$ cat src/verilog/latency_cfg.svh
// Constants for the read latency and wrap configuration register
// How it works
// [RL1] Wrap length code selects 8/16/32/64 bytes
// [RL2] Wrap enable one gives plain sequential read
// [RL3] Wrap enable zero wraps inside aligned group
// [RL4] Latency field selects 1 to 15 dummies
// [RL5] Register/security/parameter reads: code zero means eight
// [RL6] Host keeps latency code within frequency limits
// [RL7] Host clock at most 108 SDR, 54 DDR
// [RL8] Mode-bit cycles not counted as latency
// [RL9] Legacy quad read carries two mode cycles
// [RL10] Fixed latencies: read 0, id 32, wake 24
// [RL11] Opcode 33h returns this register
// [RL12] Reached via 50h, 01h, 65h, 71h, 77h
// [RL13] Latency field writable during normal operation
// [RL14] Wrap bits writable during normal operation
// [RL15] Bit 7 reserved, no function
// [RL16] Resets load fields from nonvolatile copy
// [RL17] Wrap applies only to quad reads
// [RL18] Protection reads: code zero means one
// [RL19] Changes apply from next command onward
// [RL20] Nonzero codes give that many dummies
`ifndef LATENCY_CFG_SVH
`define LATENCY_CFG_SVH
`define OP_READ_CFG3 8'h33
`define OP_WREN_VOL 8'h50
`define OP_WRITE_REGS 8'h01
`define OP_READ_ANY 8'h65
`define OP_WRITE_ANY 8'h71
`define OP_SET_BURST 8'h77
`define OP_READ 8'h03
`define OP_FAST_READ 8'h0b
`define OP_QUAD_IO_READ 8'heb
`define OP_QUAD_DDR_READ 8'hed
`define OP_READ_UID 8'h4b
`define OP_WAKE 8'hab
`define OP_READ_SECURITY 8'h48
`define OP_READ_PARAMS 8'h5a
`define OP_READ_PROTECT 8'h2b
`define ADDR_CFG3_VOL 24'h800004
`define WRAP_BIT 4
`define WRAP_LEN_LSB 5
`define LAT_MASK 8'h7f
`define LAT_DEFAULT 5'd8
`define LAT_PROT_DEFAULT 5'd1
`define LAT_UID 6'd32
`define LAT_WAKE 6'd24
`define MODE_QIO 3'd2
`define MODE_DDR 3'd1
`endif

$ cat src/verilog/latency_pkg.sv
// Types shared by the configuration register modules
package latency_pkg;
  typedef enum logic [2:0] {
    cls_fixed0, cls_var, cls_prot, cls_uid, cls_wake
  } cmd_class_t;
  typedef enum logic [2:0] {
    st_op, st_addr, st_data_in, st_data_out, st_ignore
  } frame_state_t;
endpackage

$ cat src/verilog/cmd_link.sv
`timescale 1ns/1ps
// Bundle from the serial front end to the register core
interface cmd_link;
  logic sck_rise;
  logic sck_fall;
  logic frame;
  logic mosi_bit;
  modport front (output sck_rise, output sck_fall, output frame, output mosi_bit);
  modport core (input sck_rise, input sck_fall, input frame, input mosi_bit);
endinterface

$ cat src/verilog/read_latency_wrap_config.sv
`timescale 1ns/1ps
// Volatile read latency and burst wrap configuration register
`include "latency_cfg.svh"
module read_latency_wrap_config
  import latency_pkg::*;
(
  input wire logic core_clk,
  input wire logic sys_rst,
  input wire logic sck,
  input wire logic cs_n,
  input wire logic si,
  output logic so,
  output logic so_oe,
  input wire logic [7:0] read_wrap_config_nonvolatile,
  input wire logic soft_reset,
  input wire logic quad_peripheral_mode,
  output logic [7:0] read_wrap_config_volatile,
  output logic [5:0] dummy_cycles,
  output logic [2:0] mode_cycles,
  output logic wrap_active,
  output logic [6:0] wrap_bytes,
  output logic cmd_valid
);
  typedef struct packed {
    frame_state_t fsm;
    logic [7:0] sh;
    logic [7:0] op;
    logic [23:0] addr;
    logic [5:0] cnt;
    logic [7:0] out_sh;
    logic wel;
    logic [7:0] cfg;
    logic [5:0] dummy;
    logic [2:0] mode;
    logic wrap;
    logic [6:0] wbytes;
    logic cval;
    logic so_q;
    logic load;
  } core_t;
  core_t st_ff, nxt_st;
  cmd_link link();
  // Opcode decode and the latency candidates published per command
  cmd_class_t cls;
  logic [5:0] var_lat;
  logic [5:0] prot_lat;
  logic [7:0] op_now;
  logic [5:0] pub_dummy;
  logic [2:0] pub_mode;
  logic pub_wrap;
  logic quad_read;

  // Pins cross into the core clock here; edges come out as pulses
  serial_sampler u_samp (
    .core_clk(core_clk),
    .sys_rst(sys_rst),
    .sck(sck),
    .cs_n(cs_n),
    .si(si),
    .link(link)
  );

  // Opcode as it stands once its eighth bit arrives; the shifter alone lags one bit
  assign op_now = {st_ff.sh[6:0], link.mosi_bit};

  // Classify latency kind of the captured opcode
  always_comb begin
    if (op_now == `OP_FAST_READ || op_now == `OP_QUAD_IO_READ ||
        op_now == `OP_QUAD_DDR_READ || op_now == `OP_READ_ANY ||
        op_now == `OP_READ_SECURITY || op_now == `OP_READ_PARAMS) begin
      cls = cls_var;
    end else if (op_now == `OP_READ_PROTECT) begin
      cls = cls_prot;
    end else if (op_now == `OP_READ_UID) begin
      cls = cls_uid;
    end else if (op_now == `OP_WAKE) begin
      cls = cls_wake;
    end else begin
      cls = cls_fixed0; // RL10
    end
  end

  // Code zero maps to the default count, others literal
  assign var_lat = (st_ff.cfg[3:0] == 4'h0) ? {1'b0, `LAT_DEFAULT} :
                   {2'b00, st_ff.cfg[3:0]}; // RL4 RL5 RL20
  assign prot_lat = (st_ff.cfg[3:0] == 4'h0) ? {1'b0, `LAT_PROT_DEFAULT} :
                    {2'b00, st_ff.cfg[3:0]}; // RL18

  // Only the quad reads carry mode cycles and honour the wrap bit
  always_comb begin
    pub_mode = 3'd0;
    quad_read = 1'b0;
    if (op_now == `OP_QUAD_IO_READ) begin
      pub_mode = `MODE_QIO; // RL9 RL8
      quad_read = 1'b1;
    end else if (op_now == `OP_QUAD_DDR_READ) begin
      pub_mode = `MODE_DDR; // RL8
      quad_read = 1'b1;
    end else if (quad_peripheral_mode && op_now == `OP_FAST_READ) begin
      pub_mode = `MODE_QIO; // RL8
      quad_read = 1'b1;
    end
    pub_wrap = quad_read & ~st_ff.cfg[`WRAP_BIT]; // RL2 RL3 RL17
  end

  // Dummy count by latency class; mode cycles are never part of it
  always_comb begin
    case (cls)
      cls_var: pub_dummy = var_lat; // RL5 RL8
      cls_prot: pub_dummy = prot_lat; // RL18
      cls_uid: pub_dummy = `LAT_UID; // RL10
      cls_wake: pub_dummy = `LAT_WAKE; // RL10
      default: pub_dummy = 6'd0; // RL10
    endcase
  end

  // Command decode and register update
  always_comb begin
    nxt_st = st_ff;
    nxt_st.cval = 1'b0;
    nxt_st.load = 1'b0;
    if (st_ff.load || soft_reset) begin
      nxt_st.cfg = read_wrap_config_nonvolatile & `LAT_MASK; // RL16 RL15
    end
    // Deselect ends any frame; a cut write never lands
    if (!link.frame) begin
      nxt_st.fsm = st_op;
      nxt_st.cnt = 6'd0;
      nxt_st.so_q = 1'b0;
    end else if (link.sck_fall && st_ff.fsm == st_data_out) begin
      nxt_st.so_q = st_ff.out_sh[7];
      nxt_st.out_sh = {st_ff.out_sh[6:0], st_ff.out_sh[7]};
    end else if (link.sck_rise) begin
      nxt_st.sh = {st_ff.sh[6:0], link.mosi_bit};
      nxt_st.cnt = st_ff.cnt + 6'd1;
      case (st_ff.fsm)
        st_op: begin
          if (st_ff.cnt == 6'd7) begin
            nxt_st.op = op_now;
            nxt_st.cnt = 6'd0;
            nxt_st.fsm = st_ignore;
            case (op_now)
              `OP_READ_CFG3: begin
                nxt_st.fsm = st_data_out; // RL11
                nxt_st.out_sh = st_ff.cfg;
              end
              `OP_WREN_VOL: nxt_st.wel = 1'b1; // RL12
              `OP_WRITE_REGS, `OP_SET_BURST: nxt_st.fsm = st_data_in;
              `OP_READ_ANY, `OP_WRITE_ANY: nxt_st.fsm = st_addr;
              default: nxt_st.fsm = st_ignore;
            endcase
          end
        end
        st_addr: begin
          nxt_st.addr = {st_ff.addr[22:0], link.mosi_bit};
          if (st_ff.cnt == 6'd23) begin
            nxt_st.cnt = 6'd0;
            if ({st_ff.addr[22:0], link.mosi_bit} != `ADDR_CFG3_VOL) begin
              nxt_st.fsm = st_ignore;
            end else if (st_ff.op == `OP_WRITE_ANY) begin
              nxt_st.fsm = st_data_in;
            end else begin
              nxt_st.fsm = st_data_out;
              nxt_st.out_sh = st_ff.cfg;
            end
          end
        end
        st_data_in: begin
          // Write-registers carries this register as its fourth byte
          if (st_ff.cnt[2:0] == 3'd7 && (st_ff.op != `OP_WRITE_REGS ||
              st_ff.cnt == 6'd31)) begin
            if (st_ff.wel || st_ff.op == `OP_SET_BURST) begin
              nxt_st.cfg = {st_ff.sh[6:0], link.mosi_bit} & `LAT_MASK; // RL13 RL14 RL15
            end
            nxt_st.wel = 1'b0;
            nxt_st.fsm = st_ignore;
          end
        end
        default: begin
          // Data-out and ignore phases only count bits until deselect
          nxt_st.fsm = st_ff.fsm;
        end
      endcase
    end
    // Publish per-command latency once the opcode is in; a later write waits for the next one
    if (link.frame && link.sck_rise && st_ff.fsm == st_op && st_ff.cnt == 6'd7) begin
      nxt_st.cval = 1'b1;
      nxt_st.dummy = pub_dummy; // RL19
      nxt_st.mode = pub_mode;
      nxt_st.wrap = pub_wrap; // RL17
      nxt_st.wbytes = 7'h08 << st_ff.cfg[6:`WRAP_LEN_LSB]; // RL1
    end
  end

  // Reset clears state and arms the nonvolatile load for the first free edge
  always_ff @(posedge core_clk) begin
    if (sys_rst) begin
      st_ff <= '0;
      st_ff.load <= 1'b1; // RL16
    end else begin
      st_ff <= nxt_st;
    end
  end

  // Outputs come from the state register; the enable follows the phase
  assign so = st_ff.so_q;
  assign so_oe = link.frame && st_ff.fsm == st_data_out;
  assign read_wrap_config_volatile = st_ff.cfg;
  assign dummy_cycles = st_ff.dummy;
  assign mode_cycles = st_ff.mode;
  assign wrap_active = st_ff.wrap;
  assign wrap_bytes = st_ff.wbytes;
  assign cmd_valid = st_ff.cval;
endmodule

$ cat src/verilog/serial_sampler.sv
`timescale 1ns/1ps
// Synchronises serial pins to core clock and finds clock edges
module serial_sampler (
  input wire logic core_clk,
  input wire logic sys_rst,
  input wire logic sck,
  input wire logic cs_n,
  input wire logic si,
  cmd_link.front link
);
  typedef struct packed {
    logic [2:0] s1;
    logic [2:0] s2;
    logic sck_old;
  } samp_t;
  samp_t st_ff, nxt_st;

  // Two-flop sync, then edge detect on the second stage only
  always_comb begin
    nxt_st = st_ff;
    nxt_st.s1 = {sck, cs_n, si};
    nxt_st.s2 = st_ff.s1;
    nxt_st.sck_old = st_ff.s2[2];
  end

  always_ff @(posedge core_clk) begin
    if (sys_rst) begin
      st_ff <= '{s1: 3'h2, s2: 3'h2, sck_old: 1'b0};
    end else begin
      st_ff <= nxt_st;
    end
  end

  assign link.sck_rise = st_ff.s2[2] & ~st_ff.sck_old & ~st_ff.s2[1];
  assign link.sck_fall = ~st_ff.s2[2] & st_ff.sck_old & ~st_ff.s2[1];
  assign link.frame = ~st_ff.s2[1];
  assign link.mosi_bit = st_ff.s2[0];
endmodule
$ cat config.mk
export PLATFORM = sky130hd
export DESIGN_NAME = read_latency_wrap_config
export DESIGN_NICKNAME = d
export VERILOG_FILES = /design/src/verilog/latency_pkg.sv /design/src/verilog/cmd_link.sv /design/src/verilog/read_latency_wrap_config.sv /design/src/verilog/serial_sampler.sv
export VERILOG_INCLUDE_DIRS = /design/src /design/src/verilog
export SDC_FILE = /design/constraint.sdc
export NUM_CORES = 1
export LEC_CHECK = 0
export BUFFER_PORTS_ARGS = -buffer_cell sky130_fd_sc_hd__buf_2
export CAP_MARGIN = 20
export CORE_AREA = 2 2 106 108
export CTS_CLUSTER_SIZE = 30
export DETAILED_ROUTE_END_ITERATION = 16
export DIE_AREA = 0 0 108 110
export PLACE_DENSITY = 0.56
export SLEW_MARGIN = 10
export SYNTH_ARGS = -nofsm -noshare
export SYNTH_HDL_FRONTEND = slang
export SYNTH_SLANG_ARGS = --single-unit
$ cat constraint.sdc
create_clock -name core_clk -period 2.8 [get_ports core_clk]
set_clock_uncertainty 0.15 [all_clocks]
set_input_delay 0.42 -clock core_clk [delete_from_list [all_inputs] [get_ports core_clk]]
set_output_delay 0.42 -clock core_clk [all_outputs]
set_load 0.05 [all_outputs]
Word-level counts from Yosys, hierarchy flattened
Cells that the tools add are included.
{ "word_totals": {"latchBits": 0, "register_bits": 90, "rom_bits": 0, "ramBits": 0, "mem_count": 0} }
{ "op_classes": {"order_cmp": 0, "n_reduce_logical": 31, "mul": 0, "n_mux": 38, "shifts": 1, "div": 0, "n_bitwise": 10, "n_addsub": 1, "eq_ne": 38} }
{ "op_table": {"columns": ["operator", "count"], "rows": [
  ["$eq A8 B7 Y1 const B", 9],
  ["$mux W8", 9],
  ["$pmux W14 S2", 1],
  ["$eq A8 B8 Y1 const B", 3],
  ["$mux W3", 8],
  ["$ne A24 B24 Y1 const B", 1],
  ["$pmux W6 S4", 1],
  ["$pmux W3 S3", 2],
  ["$mux W17", 1],
  ["$eq A8 B6 Y1 const B", 2],
  ["$mux W15", 1],
  ["$mux W14", 1],
  ["$eq A3 B2 Y1 const B", 4],
  ["$eq A6 B5 Y1 const B", 2],
  ["$ne A3 B3 Y1 const B", 4],
  ["$mux W9", 1],
  ["$eq A8 B1 Y1 const B", 1],
  ["$eq A8 B4 Y1 const B", 1],
  ["$logic_or A1 B1 Y1", 8],
  ["$mux W4", 2],
  ["$ne A8 B1 Y1 const B", 1],
  ["$reduce_and A8 Y1", 1],
  ["$logic_and A1 B1 Y1", 7],
  ["$mux W1", 7],
  ["other kinds (23)", 41]
]} }

Longest topological paths before layout
{ "depth": {"depth_word": 9, "mapped_depth": 8, "ltp_nobuf": 6} }

By module
From an unflattened synthesis, not the netlist that was laid out.
{ "hier_totals": {"cells_unflattened": 514, "area_unflattened_um2": 4165.2} }
{ "modules_own_cells": {"columns": ["module", "cells_per_inst", "n_inst", "area_each_um2", "seq_area_each_um2"], "rows": [
  ["read_latency_wrap_config", 497, 1, 3962.6, 1601.5],
  ["serial_sampler", 17, 1, 202.7, 140.1]
]} }

Worst setup path after synthesis
Ideal clock, no wire load.
{ "synth_path": {"path_type": "flip-flop to flip-flop", "start": "register st_ff[85] (netlist bit)", "end": "register st_ff[30] (netlist bit)", "arrival_ns": 2.880, "slack_ns": -0.364, "synth_period_minus_slack_ns": 3.164, "required_ns": 2.516, "stages_incl_launch_ff": 8, "cell_sequence": "dfxtp_1 buf_6 nor4bb_1 and3b_1 o21ba_1 buf_2 a21oi_1 nor3_2"} }
{ "synth_between": {"elab_chain_cells": 4} }
{ "synth_lines": {"columns": ["item", "line_no", "rtl"], "rows": [
  ["from (decl)", "read_latency_wrap_config.sv:41", "core_t st_ff, nxt_st;"],
  ["from (signal assigned)", "read_latency_wrap_config.sv:201", "st_ff <= nxt_st;"],
  ["$eq A3 B2 Y1, or another cell as far along", "read_latency_wrap_config.sv:130", "end else if (link.sck_fall && st_ff.fsm == st_data_out) begin"],
  ["$logic_and A1 B1 Y1 / $pmux W14 S2 (equally long branches)", "read_latency_wrap_config.sv:130, read_latency_wrap_config.sv:136", null],
  ["$ne A3 B2 Y1 (no line), or another cell as far along", null, null],
  ["$reduce_and A8 Y1 (no line) / $mux W8 (equally long branches)", null, null]
]} }
Parallel ways exist; a longest one is shown, timed or not. The select of a mux whose other input is x is not followed.
A chain may end at the register's enable or synchronous reset.

Worst setup path in the final report
{ "layout_path": {"start": "register st_ff[37] (netlist bit)", "end": "register st_ff (netlist bit read_wrap_config_volatile[7])"} }
{ "layout_between": {"elab_chain_cells": 8} }
{ "layout_lines": {"columns": ["item", "line_no", "rtl"], "rows": [
  ["$eq A6 B5 Y1", "read_latency_wrap_config.sv:171", "st_ff.cnt == 6'd31)) begin"],
  ["$logic_or A1 B1 Y1", "read_latency_wrap_config.sv:170", "if (st_ff.cnt[2:0] == 3'd7 && (st_ff.op != `OP_WRITE_REGS ||"],
  ["$logic_and A1 B1 Y1 *", "read_latency_wrap_config.sv:170", null],
  ["$mux W9 *", "read_latency_wrap_config.sv:170", null],
  ["$mux W8 *", "read_latency_wrap_config.sv:136", "case (st_ff.fsm)"],
  ["$mux W17 *", "read_latency_wrap_config.sv:133", "end else if (link.sck_rise) begin"],
  ["$mux W8 *", "read_latency_wrap_config.sv:130", null],
  ["$mux W8 *", "read_latency_wrap_config.sv:126", "if (!link.frame) begin"]
]} }
Every way passes the cells marked *; elsewhere a longest branch is shown, timed or not. The select of a mux whose other input is x is not followed.

==> results.txt <==
Largest family of logic cells by synthesized area = simple AND/OR/NAND/NOR gates
Power Dens Cells = 502 mW/mm^2
Max FO, Critical Path = 15
Achievable Freq = 438 MHz
Routed WL per cell = 14.5 um
Sequential power share = 56.3%
Top Ports = 43
Hold_buf cts = 0
Final Critical Period = 2.28 ns
Detailed placement HPWL = 6570 um
Slew Limit Fails = 0
Max Cap Viol = 0
Initial antenna violation count = 0
Static Leak = 1.60 nW
Dpl ws = 0.524 ns
Layout cells sized above 1 = 17.0%
RR Endpoint = read_wrap_config_volatile[7]$_SDFF_PP0_
Final worst slack = 0.518 ns
Count of cell types in the netlist = 65
HP Class = in2reg
HP Start = cs_n
Multiplexer share of the synthesized area = 0.238%
Busiest grt layer = met2
Cell taking the most area after synthesis = dfxtp_1
NetSw = 0.000538 W
Yosys reg bits = 87
Post-synth EDFFs = 0
P_int = 0.00171 W
Setup Buffers After CTS = 0
Crit path DAT = 2.41 ns
Clk_lat worst skew = 0.38 ns
Inserted Clock Buffers = 9
Max VDD drop = 0.217 mV
Worst EP required = 2.93 ns
Post-Synth Simple-Gate Area = 27.9%
Drt first pass iters = 4
First-pass GRT wire length = 15,400 um
H-Tree Depth = 3
CTS tree = built
Starting density of the core = 39.3%
RSZ-0062 raised after global routing = no
Clk sinks = 87
Area grow syn2layout = 6.75%
Slew @ Worst Pin = 0.518 ns
Clock network power share = 38.9%
# port buffers = 37
Worst reg2reg startpoint = st_ff[37]$_SDFFE_PP0P_
Die Y = 110 um
Synth Instances = 506
Final TNS setup = 0 ns
Mean Syn Cell Area = 8.31 um^2
Status = finished clean
Die width = 108 um
Final period util = 81.5%
R2R Setup Slk = 0.52 ns
Overflow after GRT = 0
Worst Reg-to-Reg Cells = 5
Register area share after synthesis = 41.4%
Std-Cell Rows = 38
Final net count = 526
Met1 usage = 23.6%
# DRC = 0
Total track usage = 16.6%
Synth Cell Area = 0.00421 mm^2
Starting DRC count in detailed routing = 224
Synth Warn # = 0
Final Hold Viols = 0
Routed WL = 9480 um
Crit path launch = st_ff[37]$_SDFFE_PP0P_
Logic pwr share = 4.8%
Critical path class = reg2reg
Diode count = 0
Die ar. = 0.0119 mm^2
Area contributors post-synth = dfxtp_1, nand2_1, a21oi_1, buf_4, nor2_1
Number of global-route vias before repair = 3,042
Switching Share = 23.9%
Crit end category = flip-flop
CP endpoint = read_wrap_config_volatile[7]$_SDFF_PP0_
Share of the synthesized area in the top cell type = 41.4%
Via Count = 3,476
Async SR Flop Fraction = 0%
Root buf cell = clkbuf_8
Slew HR = 65.2%
Most frequent cell after synthesis = nand2_1
Pin count of the biggest net entering global routing = 44
Core Footprint = 0.0107 mm^2
CTS clk-pin slew, worst paths = 0.09 ns
Setup violations, final = 0
Adder-Cell Fraction of Synth Area = 0.595%
Routed vias/inst = 5.32
Met2 usage = 24.0%
Hold_ws = 0.0747 ns
Clock buffer depth = 2
Startpoint types = flip-flop
Synth Area in Compound Gates = 18.6%
Pwr Total = 0.00225 W
XOR/XNOR Fraction of Synth Area = 1.67%
Gp weighted congestion = 0.801
Cts repair resizes = 0
Main flop type after synthesis = dfxtp_1
Grt met3 use = 4.17%
Final ANT Viol Nets = 0
Commonest cells post-synth = nand2_1, dfxtp_1, a21oi_1, nor2_1, buf_4
==> metrics by stage <==
stage | util (%) | instances | instance area, um^2
detailed placement | 40.2 | 638 | 4300
finish | 42.0 | 653 | 4490
CTS | 42.0 | 653 | 4490
floorplan | - | 509 | 4220
global route | 42.0 | 653 | 4490
global placement | 40.2 | 638 | 4300
==> layout by cell type (no fill, tap or decap), drive strengths merged, types with 10 or more instances in the layout <==
cell type / n
a21oi: 64
a22o: 11
buf: 50
clkbuf: 12
dfxtp: 87
nand2: 103
nor2: 33
nor2b: 10
nor3: 25
o21ai: 10
==> layer usage <==
layer	up-vias	wire length, um
li1	1747	-
met1	1663	4700
met2	54	4230
met3	12	397
met4	0	144
met5	-	0
==> kinds of logic after synthesis <==
kind of cell    Yosys count
other cells               1
flops                    87
buf+inv                  66
simple gates            227
fa+ha+maj                 2
mux                       1
xor+xnor                  8
compound gates          114
==> worst min path at each step <==
stage | to | slack [ns] | cells after the start
after floorplan | u_samp.st_ff[2]$_SDFF_PP1_ | 0.24 | 1
after global placement | u_samp.st_ff[2]$_SDFF_PP1_ | 0.25 | 1
after detailed placement | u_samp.st_ff[2]$_SDFF_PP1_ | 0.26 | 1
after CTS | u_samp.nxt_st[2]$_SDFF_PP1_ | 0.05 | 2
after global routing | u_samp.nxt_st[2]$_SDFF_PP1_ | 0.07 | 2
final | u_samp.nxt_st[2]$_SDFF_PP1_ | 0.07 | 2
==> registers in the layout, indices dropped and copies added, names as in the netlist <==
signal	flops
st_ff	50
read_wrap_config_volatile	8
op_now	7
dummy_cycles	6
u_samp.nxt_st	4
wrap_bytes	4
mode_cycles	2
u_samp.st_ff	2
cmd_valid	1
so	1
u_samp.link.mosi_bit	1
wrap_active	1
==> power groups by stage <==
stage          Sequential, W  Combinational (W)  Clock, W
6_report             0.00127           0.000108  0.000877
5_1_grt              0.00127           0.000117  0.000960
4_1_cts              0.00127           0.000109  0.000910
3_5_place_dp         0.00130           0.000108         0
3_3_place_gp         0.00130           0.000108         0
2_1_floorplan        0.00129          0.0000944         0
==> final cells by class <==
type	count	area, um^2
clock buffers	12	145
clock inverters	3	43.8
fillers	1090	6210
inverters	5	18.8
multi-input cells	356	2080
flip-flops and latches	87	1740
well taps	140	175
repair buffers	50	283
==> critical path, stage by stage (launching register included) <==
cell	delay, ns
dfxtp_1	0.38
ha_1	0.24
nand3_1	0.10
o311ai_1	0.44
nand4_2	0.51
and4_1	0.38
Power figures use the tool's default switching activity.
